**config.mk**
```make
export PLATFORM = sky130hd
export DESIGN_NAME = pset_elapsed_timer
export DESIGN_NICKNAME = d
export VERILOG_FILES = /design/src/include/pset_pkg.sv /design/src/include/pset_strobe_if.sv /design/src/verilog/pset_input_filter.sv /design/src/verilog/pset_elapsed_timer.sv
export SDC_FILE = /design/constraint.sdc
export NUM_CORES = 1
export LEC_CHECK = 0
export ABC_AREA = 1
export BUFFER_PORTS_ARGS = -buffer_cell sky130_fd_sc_hd__buf_2
export CELL_PAD_IN_SITES_DETAIL_PLACEMENT = 2
export CELL_PAD_IN_SITES_GLOBAL_PLACEMENT = 2
export CORE_UTILIZATION = 35
export CTS_CLUSTER_DIAMETER = 150
export DETAILED_ROUTE_END_ITERATION = 8
export HOLD_SLACK_MARGIN = 0.1
export PLACE_DENSITY_LB_ADDON = 0.1
export SKIP_CTS_REPAIR_TIMING = 1
export SLEW_MARGIN = 5
export SYNTH_ARGS = -nofsm -noshare
export SYNTH_HDL_FRONTEND = slang
export SYNTH_SLANG_ARGS = --single-unit
```
**constraint.sdc**
```tcl
create_clock -name mclk -period 22.3 [get_ports mclk]
set_input_delay 3.345 -clock mclk [delete_from_list [all_inputs] [get_ports mclk]]
set_output_delay 3.345 -clock mclk [all_outputs]
set_load 0.02 [all_outputs]
```
**src/include/pset_pkg.sv**
```systemverilog
package pset_pkg;

  ////////////////////////////////////////////////////////////////////////////
  // Widths and counts of lanes
  localparam int NUM_PPS   = 8;
  localparam int NUM_TRIG  = 8;
  localparam int SEL_W     = 3;
  localparam int CNT_W     = 27;
  localparam int SUB_W     = 16;
  localparam int SEC_W     = 32;
  localparam int SAMPLE_W  = 24;
  localparam int THR_W     = 16;
  localparam int PULSE_W   = 15;
  localparam int FILT_W    = 5;

  ////////////////////////////////////////////////////////////////////////////
  // Timing, in nanoseconds and in cycles of mclk
  localparam int CLK_PERIOD_NS   = 40;
  localparam int FILT_TIME_NS    = 1000;
  localparam int FILT_CYCLES     =
    (FILT_TIME_NS + CLK_PERIOD_NS - 1) / CLK_PERIOD_NS;
  localparam int SYNC_STAGES     = 2;
  localparam int FILT_DELAY_CYCLES = SYNC_STAGES + FILT_CYCLES + 1;
  localparam int WIN_UNIT_NS     = 10240;
  localparam int WIN_UNIT_CYCLES = WIN_UNIT_NS / CLK_PERIOD_NS;
  localparam int OUT_PULSE_NS    = 1000000;
  localparam int OUT_PULSE_CYCLES = OUT_PULSE_NS / CLK_PERIOD_NS;
  localparam int SECOND_NS       = 1000000000;
  localparam int NOMINAL_CYCLES  = SECOND_NS / CLK_PERIOD_NS;

  ////////////////////////////////////////////////////////////////////////////
  // Subsecond scaling and reset values
  localparam logic [CNT_W:0]   SUB_STEP  = 28'h0010000;
  localparam logic [CNT_W-1:0] ACC_ALIGN =
    CNT_W'(FILT_DELAY_CYCLES * 65536);
  localparam logic [SUB_W-1:0] SUB_MAX   = 16'hFFFF;
  localparam logic [SUB_W-1:0] SUB_RST   = 16'h0000;
  localparam logic [SEC_W-1:0] SEC_RST   = 32'h00000000;
  localparam logic             SRC_EXTERNAL = 1'b0;
  localparam logic             SRC_INTERNAL = 1'b1;

  // Lock sequence states
  typedef enum logic [3:0] {
    ST_INT   = 4'b0001,
    ST_WAIT1 = 4'b0010,
    ST_WAIT2 = 4'b0100,
    ST_LOCK  = 4'b1000
  } pset_lock_t;

  // Packs the low seconds and the subseconds into one sample
  function automatic logic [SAMPLE_W-1:0] pset_sample(
    input logic [SEC_W-1:0] sec,
    input logic [SUB_W-1:0] sub
  );
    pset_sample = {sec[7:0], sub};
  endfunction : pset_sample

endpackage : pset_pkg

```
**src/include/pset_strobe_if.sv**
```systemverilog
`timescale 1ns/1ps
// Selected pulse level in, qualification strobe out
interface pset_strobe_if;
  logic level;
  logic strobe;
  modport filt (input level, output strobe);
  modport ctrl (output level, input strobe);
endinterface : pset_strobe_if

```
**src/verilog/pset_input_filter.sv**
```systemverilog
`timescale 1ns/1ps
module pset_input_filter (
  input  wire logic      mclk,  // System clock
  input  wire logic      reset, // Async reset, active high
  input  wire logic      clkEn, // Freezes state while low
  pset_strobe_if.filt    pps    // Level in, strobe out
);
  import pset_pkg::*;

  logic [FILT_W-1:0] highCnt_q;
  logic              strobe_q;

  ////////////////////////////////////////////////////////////////////////////
  // Count consecutive high samples, saturating
  always_ff @(posedge mclk or posedge reset) begin
    if (reset) begin
      highCnt_q <= '0;
    end else if (clkEn) begin
      if (!pps.level) begin
        highCnt_q <= '0;
      end else if (highCnt_q != FILT_W'(FILT_CYCLES)) begin
        highCnt_q <= highCnt_q + 5'h1;
      end
    end
  end

  // One strobe per pulse, once it has lasted long enough
  always_ff @(posedge mclk or posedge reset) begin
    if (reset) begin
      strobe_q <= 1'b0;
    end else if (clkEn) begin
      strobe_q <= pps.level &&
                  (highCnt_q == FILT_W'(FILT_CYCLES - 1));
    end
  end

  assign pps.strobe = strobe_q;
endmodule : pset_input_filter

```
**src/verilog/pset_elapsed_timer.sv**
```systemverilog
`timescale 1ns/1ps
// Overview of operation
// - Select input picks exactly one pulse input as the sync reference.
// - Filter passes only pulses of at least 1 us, one strobe each.
// - Interval between accepted pulses is measured continuously.
// - Outputs pulse 1 ms long, only on enabled outputs.
// - Time is seconds plus subseconds of 1/65536 second.
// - Internal mode counts from power on, never aligned to external pulses.
// - External mode syncs second boundaries to pulses inside the window.
// - Early pulse or expiry while locked reverts to internal, same interval.
// - Subsecond length scales so every second holds 65536 subseconds.
// - Qualified, unqualified and expired events arise in every mode.
// - Window is plus or minus (1+N) times 10.24 us.
// - Next window is placed from the last pulse, qualified or not.
// - After expiry the next window is placed from the expired midpoint.
// - Each window elapsing without a pulse raises an expired event.
// - First qualified pulse syncs time silently; next one aligns outputs.
// - Alignment happens on the first two qualified pulses per entry into external mode.
// - Alignment compensates the delay added by the input filter.
// - A fired trigger captures 24 bits of time at any moment.
// - Samples hold low 8 seconds bits over 16 subsecond bits.
// - Trigger polarity 0 rising, 1 falling; triggers default disabled.
// - Source select 0 external, 1 internal; resets to internal.
// - Eight enable bits gate each output driver; reset all disabled.
module pset_elapsed_timer #(
  parameter logic [pset_pkg::CNT_W-1:0]   NOMINAL_INTERVAL =
    pset_pkg::CNT_W'(pset_pkg::NOMINAL_CYCLES),   // Cycles per second
  parameter logic [pset_pkg::PULSE_W-1:0] OUT_PULSE_LEN    =
    pset_pkg::PULSE_W'(pset_pkg::OUT_PULSE_CYCLES) // Output pulse cycles
) (
  input  wire logic                          mclk,           // Clock
  input  wire logic                          reset,          // Async reset
  input  wire logic                          clkEn,          // Clock enable
  input  wire logic [pset_pkg::NUM_PPS-1:0]  ppsIn,          // Pulse pins
  input  wire logic [pset_pkg::SEL_W-1:0]    ppsInputSelect, // Input pick
  input  wire logic                          timingSource,   // 0 ext 1 int
  input  wire logic [pset_pkg::THR_W-1:0]    ppsThreshold,   // Window N
  input  wire logic [pset_pkg::NUM_PPS-1:0]  ppsOutEnable,   // Drivers on
  input  wire logic [pset_pkg::NUM_TRIG-1:0] eventCaptureTrigger, // Pins
  input  wire logic [pset_pkg::NUM_TRIG-1:0] trigPolarity,   // 1 falling
  input  wire logic [pset_pkg::NUM_TRIG-1:0] trigEnable,     // Trig on
  output logic      [pset_pkg::NUM_PPS-1:0]  ppsOut,         // Pulse out
  output logic      [pset_pkg::SEC_W-1:0]    secondsCount,   // Seconds
  output logic      [pset_pkg::SUB_W-1:0]    subsecondsCount,// Subseconds
  output logic      [pset_pkg::SAMPLE_W-1:0] arrivalSample,  // At pulse
  output logic      [pset_pkg::NUM_TRIG-1:0][pset_pkg::SAMPLE_W-1:0]
                                             captureSample,  // At triggers
  output logic                               qualifiedEvent, // Pulse
  output logic                               unqualifiedEvent, // Pulse
  output logic                               expiredEvent,   // Pulse
  output logic                               lockLost,       // Pulse
  output logic                               externalLocked, // Level
  output logic                               sourceInternal  // Level
);
  import pset_pkg::*;

  ////////////////////////////////////////////////////////////////////////////
  // Declarations
  logic [NUM_PPS-1:0]  ppsSync1_q, ppsSync2_q;
  logic [NUM_TRIG-1:0] trigSync1_q, trigSync2_q, trigPrev_q, trigFire;
  logic [CNT_W-1:0]    sinceRef_q, sincePulse_q, measured_q;
  logic [CNT_W-1:0]    curInterval_q, acc_q, halfWin, earlyLimit;
  logic [CNT_W:0]      lateLimit, accNext;
  logic [SUB_W-1:0]    subsec_q, alignSub;
  logic [SEC_W-1:0]    seconds_q;
  logic [PULSE_W-1:0]  pulseCnt_q;
  logic                ppsActive_q, reqPrev_q, extReq;
  logic                strobe, early, qualify, expire;
  logic                subTick, secWrap, align, ppsStart, loss;
  pset_lock_t          lockState_q, lockState_d;

  pset_strobe_if ppsLink ();

  ////////////////////////////////////////////////////////////////////////////
  // Pin synchronisers
  always_ff @(posedge mclk or posedge reset) begin
    if (reset) begin
      ppsSync1_q  <= '0;
      ppsSync2_q  <= '0;
      trigSync1_q <= '0;
      trigSync2_q <= '0;
      trigPrev_q  <= '0;
    end else if (clkEn) begin
      ppsSync1_q  <= ppsIn;
      ppsSync2_q  <= ppsSync1_q;
      trigSync1_q <= eventCaptureTrigger;
      trigSync2_q <= trigSync1_q;
      trigPrev_q  <= trigSync2_q;
    end
  end

  // Input mux and length filter
  assign ppsLink.level = ppsSync2_q[ppsInputSelect];
  assign strobe        = ppsLink.strobe;

  pset_input_filter u_filter (
    .mclk  (mclk),
    .reset (reset),
    .clkEn (clkEn),
    .pps   (ppsLink.filt)
  );

  ////////////////////////////////////////////////////////////////////////////
  // Window classification
  assign halfWin    = CNT_W'(({11'h000, ppsThreshold} + 27'h1) *
                             CNT_W'(WIN_UNIT_CYCLES));
  assign lateLimit  = {1'b0, measured_q} + {1'b0, halfWin};
  assign earlyLimit = (measured_q > halfWin) ? measured_q - halfWin : '0;
  assign early      = strobe && (sinceRef_q < earlyLimit);
  assign qualify    = strobe && !early;
  assign expire     = !strobe && ({1'b0, sinceRef_q} >= lateLimit);

  // Distance from the window reference point
  always_ff @(posedge mclk or posedge reset) begin
    if (reset) begin
      sinceRef_q <= '0;
    end else if (clkEn) begin
      if (strobe) begin
        sinceRef_q <= CNT_W'(FILT_DELAY_CYCLES);
      end else if (expire) begin
        sinceRef_q <= sinceRef_q - measured_q;
      end else if (sinceRef_q != '1) begin
        sinceRef_q <= sinceRef_q + 27'h1;
      end
    end
  end

  // Interval between accepted pulses
  always_ff @(posedge mclk or posedge reset) begin
    if (reset) begin
      sincePulse_q <= '0;
      measured_q   <= NOMINAL_INTERVAL;
    end else if (clkEn) begin
      if (strobe) begin
        sincePulse_q <= 27'h1;
      end else if (sincePulse_q != '1) begin
        sincePulse_q <= sincePulse_q + 27'h1;
      end
      if (qualify) begin
        measured_q <= sincePulse_q;
      end
    end
  end

  ////////////////////////////////////////////////////////////////////////////
  // Lock sequence
  assign extReq = (timingSource == SRC_EXTERNAL);
  assign loss   = early || expire;

  always_comb begin
    lockState_d = lockState_q;
    unique case (lockState_q)
      ST_INT: begin
        if (extReq && reqPrev_q == SRC_INTERNAL) begin
          lockState_d = ST_WAIT1;
        end
      end
      ST_WAIT1: begin
        if (!extReq || loss) begin
          lockState_d = ST_INT;
        end else if (qualify) begin
          lockState_d = ST_WAIT2;
        end
      end
      ST_WAIT2: begin
        if (!extReq || loss) begin
          lockState_d = ST_INT;
        end else if (qualify) begin
          lockState_d = ST_LOCK;
        end
      end
      ST_LOCK: begin
        if (!extReq || loss) begin
          lockState_d = ST_INT;
        end
      end
      default: lockState_d = ST_INT;
    endcase
  end

  // State and request history
  always_ff @(posedge mclk or posedge reset) begin
    if (reset) begin
      lockState_q <= ST_INT;
      reqPrev_q   <= SRC_INTERNAL;
    end else if (clkEn) begin
      lockState_q <= lockState_d;
      reqPrev_q   <= timingSource;
    end
  end

  ////////////////////////////////////////////////////////////////////////////
  // Scaled subsecond engine
  assign accNext = {1'b0, acc_q} + SUB_STEP;
  assign subTick = accNext >= {1'b0, curInterval_q};
  assign align   = qualify &&
                   (lockState_q == ST_WAIT1 || lockState_q == ST_WAIT2);
  assign secWrap = subTick && (subsec_q == SUB_MAX) && !align;
  // At one subsecond per cycle a preload cannot drain, so load the count
  assign alignSub = ({1'b0, measured_q} <= SUB_STEP) ?
                    SUB_W'(FILT_DELAY_CYCLES) : SUB_RST;

  always_ff @(posedge mclk or posedge reset) begin
    if (reset) begin
      acc_q         <= '0;
      subsec_q      <= SUB_RST;
      seconds_q     <= SEC_RST;
      curInterval_q <= NOMINAL_INTERVAL;
    end else if (clkEn) begin
      if (align) begin
        acc_q         <= (alignSub == SUB_RST) ? ACC_ALIGN : '0;
        subsec_q      <= alignSub;
        seconds_q     <= seconds_q + {31'h0, subsec_q[SUB_W-1]};
        curInterval_q <= measured_q;
      end else begin
        acc_q <= subTick ? CNT_W'(accNext - {1'b0, curInterval_q})
                         : CNT_W'(accNext);
        if (subTick) begin
          subsec_q <= subsec_q + 16'h1;
        end
        if (secWrap) begin
          seconds_q     <= seconds_q + 32'h1;
          curInterval_q <= measured_q;
        end
      end
    end
  end

  ////////////////////////////////////////////////////////////////////////////
  // Output pulse generator
  // A pulse already started at an aligned wrap is not stretched
  assign ppsStart = secWrap ||
                    (align && lockState_q == ST_WAIT2 && !ppsActive_q);

  always_ff @(posedge mclk or posedge reset) begin
    if (reset) begin
      ppsActive_q <= 1'b0;
      pulseCnt_q  <= '0;
      ppsOut      <= '0;
    end else if (clkEn) begin
      if (ppsStart) begin
        ppsActive_q <= 1'b1;
        pulseCnt_q  <= '0;
      end else if (ppsActive_q) begin
        if (pulseCnt_q == OUT_PULSE_LEN - 15'h1) begin
          ppsActive_q <= 1'b0;
        end else begin
          pulseCnt_q <= pulseCnt_q + 15'h1;
        end
      end
      ppsOut <= ppsActive_q ? ppsOutEnable : '0;
    end
  end

  ////////////////////////////////////////////////////////////////////////////
  // Time samples and event outputs
  assign trigFire = trigEnable & (trigPrev_q ^ trigSync2_q) &
                    (trigPolarity ^ trigSync2_q);

  always_ff @(posedge mclk or posedge reset) begin
    if (reset) begin
      arrivalSample <= '0;
      captureSample <= '0;
    end else if (clkEn) begin
      if (strobe) begin
        arrivalSample <= pset_sample(seconds_q, subsec_q);
      end
      for (int k = 0; k < NUM_TRIG; k++) begin
        if (trigFire[k]) begin
          captureSample[k] <= pset_sample(seconds_q, subsec_q);
        end
      end
    end
  end

  // Registered status and event pulses
  always_ff @(posedge mclk or posedge reset) begin
    if (reset) begin
      qualifiedEvent   <= 1'b0;
      unqualifiedEvent <= 1'b0;
      expiredEvent     <= 1'b0;
      lockLost         <= 1'b0;
      externalLocked   <= 1'b0;
      sourceInternal   <= 1'b1;
    end else if (clkEn) begin
      qualifiedEvent   <= qualify;
      unqualifiedEvent <= early;
      expiredEvent     <= expire;
      lockLost         <= loss && extReq && lockState_q != ST_INT;
      externalLocked   <= lockState_d == ST_LOCK;
      sourceInternal   <= lockState_d == ST_INT;
    end
  end

  assign secondsCount    = seconds_q;
  assign subsecondsCount = subsec_q;
endmodule : pset_elapsed_timer

```
==> results.md, run 1 <==
- At the pin with the least slew margin, the transition time is 1.14 ns.
- Of the total synthesized cell area, the portion taken by full adders, half adders and majority gates is 7.69%.
- The detailed-placement wirelength estimate is 75000 um.
- The final design area excluding fillers is 30700 sq um.
- The sequential-to-total area share from yosys stat is 45.9%.
- The number of max-slew violations in the final report came to 0.
- The classification of the worst setup path is in2reg.
- The utilization after layout is 41.3%.
- Setup violations remaining at the end of the flow were counted as 0.
- Counting stages on the worst path, the most repeated cell is nand2_1.
- The die covers 76100 sq um.
- The H-tree was split into 2 levels.
- The final critical-path share of the clock period is 45.8%.
- The worst register-to-register path has a setup slack of 15.05 ns.
- The maximum net fanout on the critical path is 25.
- For this design the ratio of total power to cell area is 107 nW/um^2.
- In the routed design, unresolved DRC markers number 0.
- The destination of the worst register-to-register timing path is secondsCount[28]$_DFFE_PP0P_.
- Once detail routing completed, the nets flagged for antenna violations numbered 0.
- The relative area change from synthesis to final layout is 16.8%.
- The number of unique standard cell types used by synthesis is 51.
- Following the worst setup path forward leads to its endpoint at secondsCount[28]$_DFFE_PP0P_.
- Across the VDD grid, the largest voltage drop is 0.0000623 V.
- The total count of hold-check failures in the final report is 0.
- For this configuration, the core starts out at a cell density of 35.3%.
- Entering global routing, the biggest net connects 158 pins.
- Buffers placed on the I/O ports in this run total 340.
- For this run, asynchronously set or reset flops after synthesis account for 100%.
- Wire segments on met2 add up to 50900 um in the final route.
- The share of the synthesized area in compound gates (AO/OA/AOI/OAI) is 13.8%.
- The net count of the finished layout is 3778.
- In this run the top signal layer used is met4.
- The number of placed instances with taps included is 4467.
- The tree built by TritonCTS fans out to 480 sinks.
- The synthesized area per cell is 8.04 sq um.
- Once layout is complete, the cells apart from fillers number 4575.
- The instance area after placement is 28800 sq um.
- After technology mapping, the gate count stands at 3267.
- The most used flip-flop cell after synthesis is dfrtp_1.
- The number of cells on the critical path is 45.
- Max-cap violations in this run came to 0.
- The detailed-route wire length is 99900 um.
- The first global-routing pass estimated 153000 um of wire.
- In this run the static leakage power is 0.0157 uW.
- Summing the areas of all and, or, nand and nor instances in the mapped netlist gives 21.2% of the synthesized area.
- The placer's final routability congestion estimate is 0.840.
- The detailed router put a total of 41800 um of wire on met1.
- STA classifies the critical path startpoint as a primary input.
- The average vias per placed instance is 5.28.
- The overall via count from detail_route is 24157.
- The die span in x is 276 um.
- The start of the worst register-to-register path is measured_q[8]$_DFFE_PP0P_.
- Derived from the worst setup path, the maximum achievable clock frequency is 0.0978 GHz.
- The detailed router finished its first iteration with 1119 violations.
- Clock skew on the completed layout was measured at 0.0356 ns.
- The routed design uses 3340 um of met3 wire.
- The pre-antenna-repair detailed-routing pass consisted of 5 iterations.
- Adding up every negative setup slack in the final design gives 0 ns.
- After floorplanning, the core was divided into 100 placement rows.
- The number of global-route vias before repair is 26189.
- After clock tree synthesis, the clock-pin slew on the worst setup and hold paths is 0.06 ns.
- During synthesis, Yosys emitted a total of 0 warnings.
- The CTS tree is done.
- The combinational family with the most area after synthesis is simple AND/OR/NAND/NOR gates.
- The initial antenna violation count was 2.
- The worst-case clock buffer depth is 3.
- The height of the die is 276 um.
- The delay of the slowest cell on the worst path is 0.76 ns.
- The net count after synthesis is 3489.
- The run finished with clean final reports.
- The sum of internal, switching and leakage power is 3290 uW.
- The worst setup path is captured at a flop.
- The path depth of the worst reg2reg path is 35.
- The data arrival time at the worst-slack endpoint is 10.75 ns.
- The xor-xnor portion of the synthesized cell area is 4.24%.
- The worst endpoint required time is 22.83 ns.
- Setup repair after global routing left no endpoint under its margin.
- The total global-route track usage is 25.9%.
- By area the synthesized netlist is led by dfrtp_1 43%, nand2_1 12%, o21ai_0 8.2%, ha_1 7.4%, inv_1 4.9%.
- The top-level I/O count is 341.
- The fraction of post-synthesis cell area in the top cell type by area is 43.2%.
- The clock buffer count from CTS is 56.
- In this run the tightest slew margin relative to its limit is 24.2%.
- In the final routed layout, each cell accounts on average for 21.8 um.
- The register bit count reported by yosys is 480.
- The number of buffers and inverters on the critical path is 6.
- In the final layout, the share of cells above drive strength 1 is 14.2%.
- Of the post-synthesis cell area, the part taken by muxes is 0%.
- The cell type contributing the most total cell area after synthesis is dfrtp_1.
- Among cell families on the critical path, the largest total delay comes from simple AND/OR/NAND/NOR gates.
- The count of flip-flops with a built-in enable after synthesis is 0.
- CTS placed an instance of clkbuf_16 at the clock tree root.
- Global routing finished with a remaining overflow of 0.
- The synthesized netlist occupies a cell area of 26300 sq um.
- The worst path in the final design needs a cycle of 10.22 ns, including I/O delays and setup.
- The source-to-sink clock delay at the later pin of the worst-skew pair is 0.65 ns.
- The worst setup path startpoint is ppsThreshold[0].
- The core area is 74300 sq um.
- The cell type of the slowest stage on the worst timing path is and2_1.
- The worst hold-check path type is reg2reg.
-- synth_stat cells (45+ instances only) --
master,count
nand2_1,832
dfrtp_1,453
o21ai_0,432
inv_1,346
nor2_1,187
ha_1,155
a21oi_1,140
nand3_1,137
xor2_1,99
clkbuf_1,87
nor3_1,63
nand4_1,45
-- cell type report --
cell class	instances	area [sq um]
well taps	969	1210
multi-input cells	2305	12300
clock buffers	81	1600
fillers	8581	43700
flip-flops and latches	480	12000
diodes	4	10.0
inverters	355	1340
clock inverters	23	268
repair buffers	358	1850
-- cell usage in the layout, fill, tap and decap left out, drive strengths merged, types with 63 or more instances in the layout --
cell type	count
inv	356
nor2	189
nand2	840
clkbuf	81
dfrtp	453
nand3	139
ha	155
xor2	99
buf	358
o21ai	460
nor3	63
a21oi	143
-- how the worst min path moves through the flow --
stage          cells after the start                              to                           start
2_1_floorplan                      2       ppsSync2_q[0]$_DFFE_PP0P_       ppsSync2_q[0]$_DFFE_PP0P_
3_3_place_gp                       2      trigSync1_q[5]$_DFFE_PP0P_      trigSync1_q[5]$_DFFE_PP0P_
3_5_place_dp                       2      trigSync1_q[4]$_DFFE_PP0P_      trigSync1_q[4]$_DFFE_PP0P_
4_1_cts                            2      sourceInternal$_DFFE_PP1P_      sourceInternal$_DFFE_PP1P_
5_1_grt                            2  captureSample[162]$_DFFE_PP0P_  captureSample[162]$_DFFE_PP0P_
6_report                           2      sourceInternal$_DFFE_PP1P_      sourceInternal$_DFFE_PP1P_
-- kinds of logic (layout without fill, tap and decap cells) --
group	Yosys count	count (layout)
compound gates	684	684
xor+xnor	127	127
fa+ha+maj	159	159
buf+inv	482	817
flops	480	480
other cells	0	4
simple gates	1335	1335
-- through the flow --
step	hold WS (ns)	setup slack [ns]
floorplan	0.437	5.61
global placement	0.455	11.81
detailed placement	0.464	11.38
CTS	0.477	12.03
global route	0.501	11.08
finish	0.474	12.08
-- tightest hold or removal path, delay by kind of cell (launching register included) --
kind	cells	cell delay (ns)
flip-flops	1	0.36
AND/OR/NAND/NOR	2	0.11
-- registers in the layout, summed over array words and instances (netlist names), 15 cells and up --
name             count
captureSample      192
secondsCount        32
acc_q               27
curInterval_q       27
measured_q          27
sincePulse_q        27
sinceRef_q          27
arrivalSample       24
subsecondsCount     16
pulseCnt_q          15
-- report_power, final --
part	total [uW]	internal (uW)	switching, uW
clock network	934	535	399
registers	1220	1070	153
logic	1130	348	783
-- metal layers --
metal  vias to the layer above  global-route usage (%)
li1                      11311                       -
met3                       171                    3.48
met2                       406                    46.5
met4                         0                    9.54
met1                     12269                    31.5
met5                         -                       0
Power figures use the tool's default switching activity.
==> run 2, diff against run 1 <==
- clock period: 22.3 -> 10.3 ns (I/O delays scaled with it)
==> results.md, run 2 (synthesis gave the netlist of run 1 again) <==
- The type of origin of the critical path was a primary input (unchanged).
- The proportion of layout cells with a drive suffix above 1 is 14.5% (was 14.2%).
- The sum of internal, switching and leakage power is 7220 uW (was 3290 uW).
- The first-pass GRT wire length was 157000 um (was 153000 um).
- The die span in x is 276 um (unchanged).
- Timing would allow up to 0.119 GHz.
- The total count of hold-check failures in the final report is 0 (unchanged).
- The final critical-path share of the clock period is 81.8%.
- The final design area excluding fillers is 30800 sq um (was 30700 sq um).
- The largest net degree at the start of global routing is 144 (was 158).
- The most common library cell in the layout ignoring fill and taps is nand2_1 (unchanged).
- The worst slack at placement was 1.19 ns (was 11.38 ns).
- The worst slew slack as a fraction of its limit is 28.1% (was 24.2%).
- The number of global-route vias before repair is 26761 (was 26189).
- The initial cell density of the core is 35.3% (unchanged).
- The number of remaining DRC errors is 0 (unchanged).
- The number of DRC violations after detailed-routing iteration 0 came to 1023 (was 1119).
- The cell type of the slowest stage on the worst timing path was and2_1 (unchanged).
- The cell at the root of the clock tree is clkbuf_16 (unchanged).
- The CTS tree is done (unchanged).
- The delay of the slowest cell on the worst path was 0.82 ns (was 0.76 ns).
- Setup repair after global routing missed its margin: no (unchanged).
- The utilization after layout is 41.4% (was 41.3%).
- The kind of capture point of the worst setup path was a flop (unchanged).
- The placer's final routability congestion estimate is 0.861 (was 0.840).
- The top-level I/O count is 341 (unchanged).
- The final setup slack of the worst path is 1.87 ns (was 12.08 ns).
- The worst endpoint required time is 10.86 ns (was 22.83 ns).
- The number of flip-flops under the largest register name was 192 (unchanged).
- The net count of the finished layout came to 3785 (was 3778).
- The source-to-sink clock delay at the later pin of the worst-skew pair was 0.65 ns (about the same).
- The TritonCTS sink count is 480 (unchanged).
- The worst-case clock buffer depth came to 3 (unchanged).
- The data arrival time at the worst-slack endpoint was 8.99 ns (was 10.75 ns).
- The average vias per placed instance came to 5.29 (was 5.28).
- The slew at the pin closest to its max-slew limit came to 1.08 ns (was 1.14 ns).
- The highest ir drop seen on vdd was 0.000140 V (was 0.0000623 V).
- The aggregate global routing overflow is 0 (unchanged).
- The number of max-cap violations was 0 (unchanged).
- The number of buffers and inverters on the critical path is 6 (unchanged).
- The total power per unit cell area is 235 nW/um^2 (was 107 nW/um^2).
- The critical path's top delay family is simple AND/OR/NAND/NOR gates (unchanged).
- The overall via count from detail_route is 24242 (was 24157).
- The die footprint is 76100 sq um (unchanged).
- The top register by number of flip-flops is captureSample (unchanged).
- The count of buffers inserted at the top-level ports is 340 (unchanged).
- The classification of the worst setup path is in2reg (unchanged).
- The clock-pin slew on the worst setup and hold paths is 0.06 ns (about the same).
- The height of the die is 276 um (unchanged).
- The detailed-placement wirelength estimate is 75800 um (was 75000 um).
- Commonest non-fill, non-tap cells in the layout: 831 x nand2_1, 453 x dfrtp_1, 432 x o21ai_0 (unchanged).
- The total global-route track usage is 26.4% (was 25.9%).
- The detailed-route wire length was 102000 um (was 99900 um).
- The setup violation total in the final timing report came to 0 (unchanged).
- The final routed wire length divided by cell count is 22.2 um (was 21.8 um).
- The maximum net fanout on the critical path is 25 (unchanged).
- The cell repeated most along the worst path is nand2_1 (unchanged).
- The smallest clock period supported by the final layout is computed as 8.43 ns.
- The core area was 74300 sq um (unchanged).
- The initial antenna violation count is 1 (was 2).
- The number of nets with antenna violations after detailed routing came to 0 (unchanged).
- The clock buffer count from CTS came to 58 (was 56).
- The aggregate negative setup slack is 0 ns (unchanged).
- The setup clock skew after layout is 0.0496 ns (was 0.0356 ns).
- The worst hold-check path type is reg2reg (unchanged).
- The number of max-slew violations in the final report is 0 (unchanged).
- The first-pass iteration count of the detailed router is 5 (unchanged).
- The placement row count is 100 (unchanged).
- The relative area change from synthesis to final layout is 17.3% (was 16.8%).
- The leakage power figure came to 0.0158 uW (was 0.0157 uW).
- Outcome: finished, final reports clean (unchanged).
- The CTS H-tree depth is 2 (unchanged).
- The instance area after placement is 28800 sq um (about the same).
[run 2: cell types whose count changed in the layout (fill, tap and decap cells not counted), moves of 2 or more]
| cell | delta |
|---|---|
| clkbuf_8 | +2 |
| buf_4 | +5 |
| clkbuf_1 | -3 |
| clkbuf_16 | +2 |
| clkinv_2 | +2 |
| diode_2 | -3 |
| clkinvlp_4 | +2 |
[run 2: cell type report]
cell class                 instances  area, sq um
fill                            8476        43500
multi-input combinational       2305        12300
sequential                       480        12000
timing repair buffer             363         1890
clock buffer                      82         1660
inverter                         355         1340
tap                              969         1210
clock inverter                    26          303
antenna                            1         2.50
[run 2: layer usage]
layer	track usage (%)	share of wire [%]	vias up
li1	-	-	11314
met1	32.8	43	12396
met2	47.3	51	370
met3	3.07	2.9	162
met4	8.94	3.6	0
met5	0	0	-
[run 2: path summary, 6_finish.rpt]
| check | start | to | slack [ns] | cells past startpoint |
|---|---|---|---|---|
| min in group asynchronous | reset | secondsCount[21]$_DFFE_PP0P_ | 0.95 | 2 |
| setup / recovery | ppsThreshold[0] | secondsCount[26]$_DFFE_PP0P_ | 1.87 | 45 |
| hold / removal | trigSync2_q[1]$_DFFE_PP0P_ | trigPrev_q[1]$_DFFE_PP0P_ | 0.47 | 2 |
| max in group asynchronous | reset | pulseCnt_q[3]$_DFFE_PP0P_ | 7.06 | 4 |
| setup reg to reg | measured_q[8]$_DFFE_PP0P_ | secondsCount[26]$_DFFE_PP0P_ | 3.07 | 35 |
| hold reg to reg | trigSync2_q[1]$_DFFE_PP0P_ | trigPrev_q[1]$_DFFE_PP0P_ | 0.47 | 2 |
[run 2: worst min-delay path, delay by kind of cell, from the launching register on]
| kind | cells | cell delay (ns) |
|---|---|---|
| DFF | 1 | 0.34 |
| AOI/OAI and AO/OA | 1 | 0.05 |
| and+or+nand+nor | 1 | 0.05 |
[run 2: power breakdown]
part	leakage (uW)	switching [uW]	internal (uW)
logic	0.00880	1710	754
clock network	0.000965	881	1230
registers	0.00599	336	2320
total	0.0158	2920	4300
[run 2: metrics by stage]
| stage | std cells | hold slack [ns] |
|---|---|---|
| after floorplan | 3267 | 0.437 |
| after global placement | 4472 | 0.455 |
| after detailed placement | 4472 | 0.467 |
| after CTS | 4580 | 0.477 |
| after global routing | 4581 | 0.492 |
| final | 4581 | 0.471 |
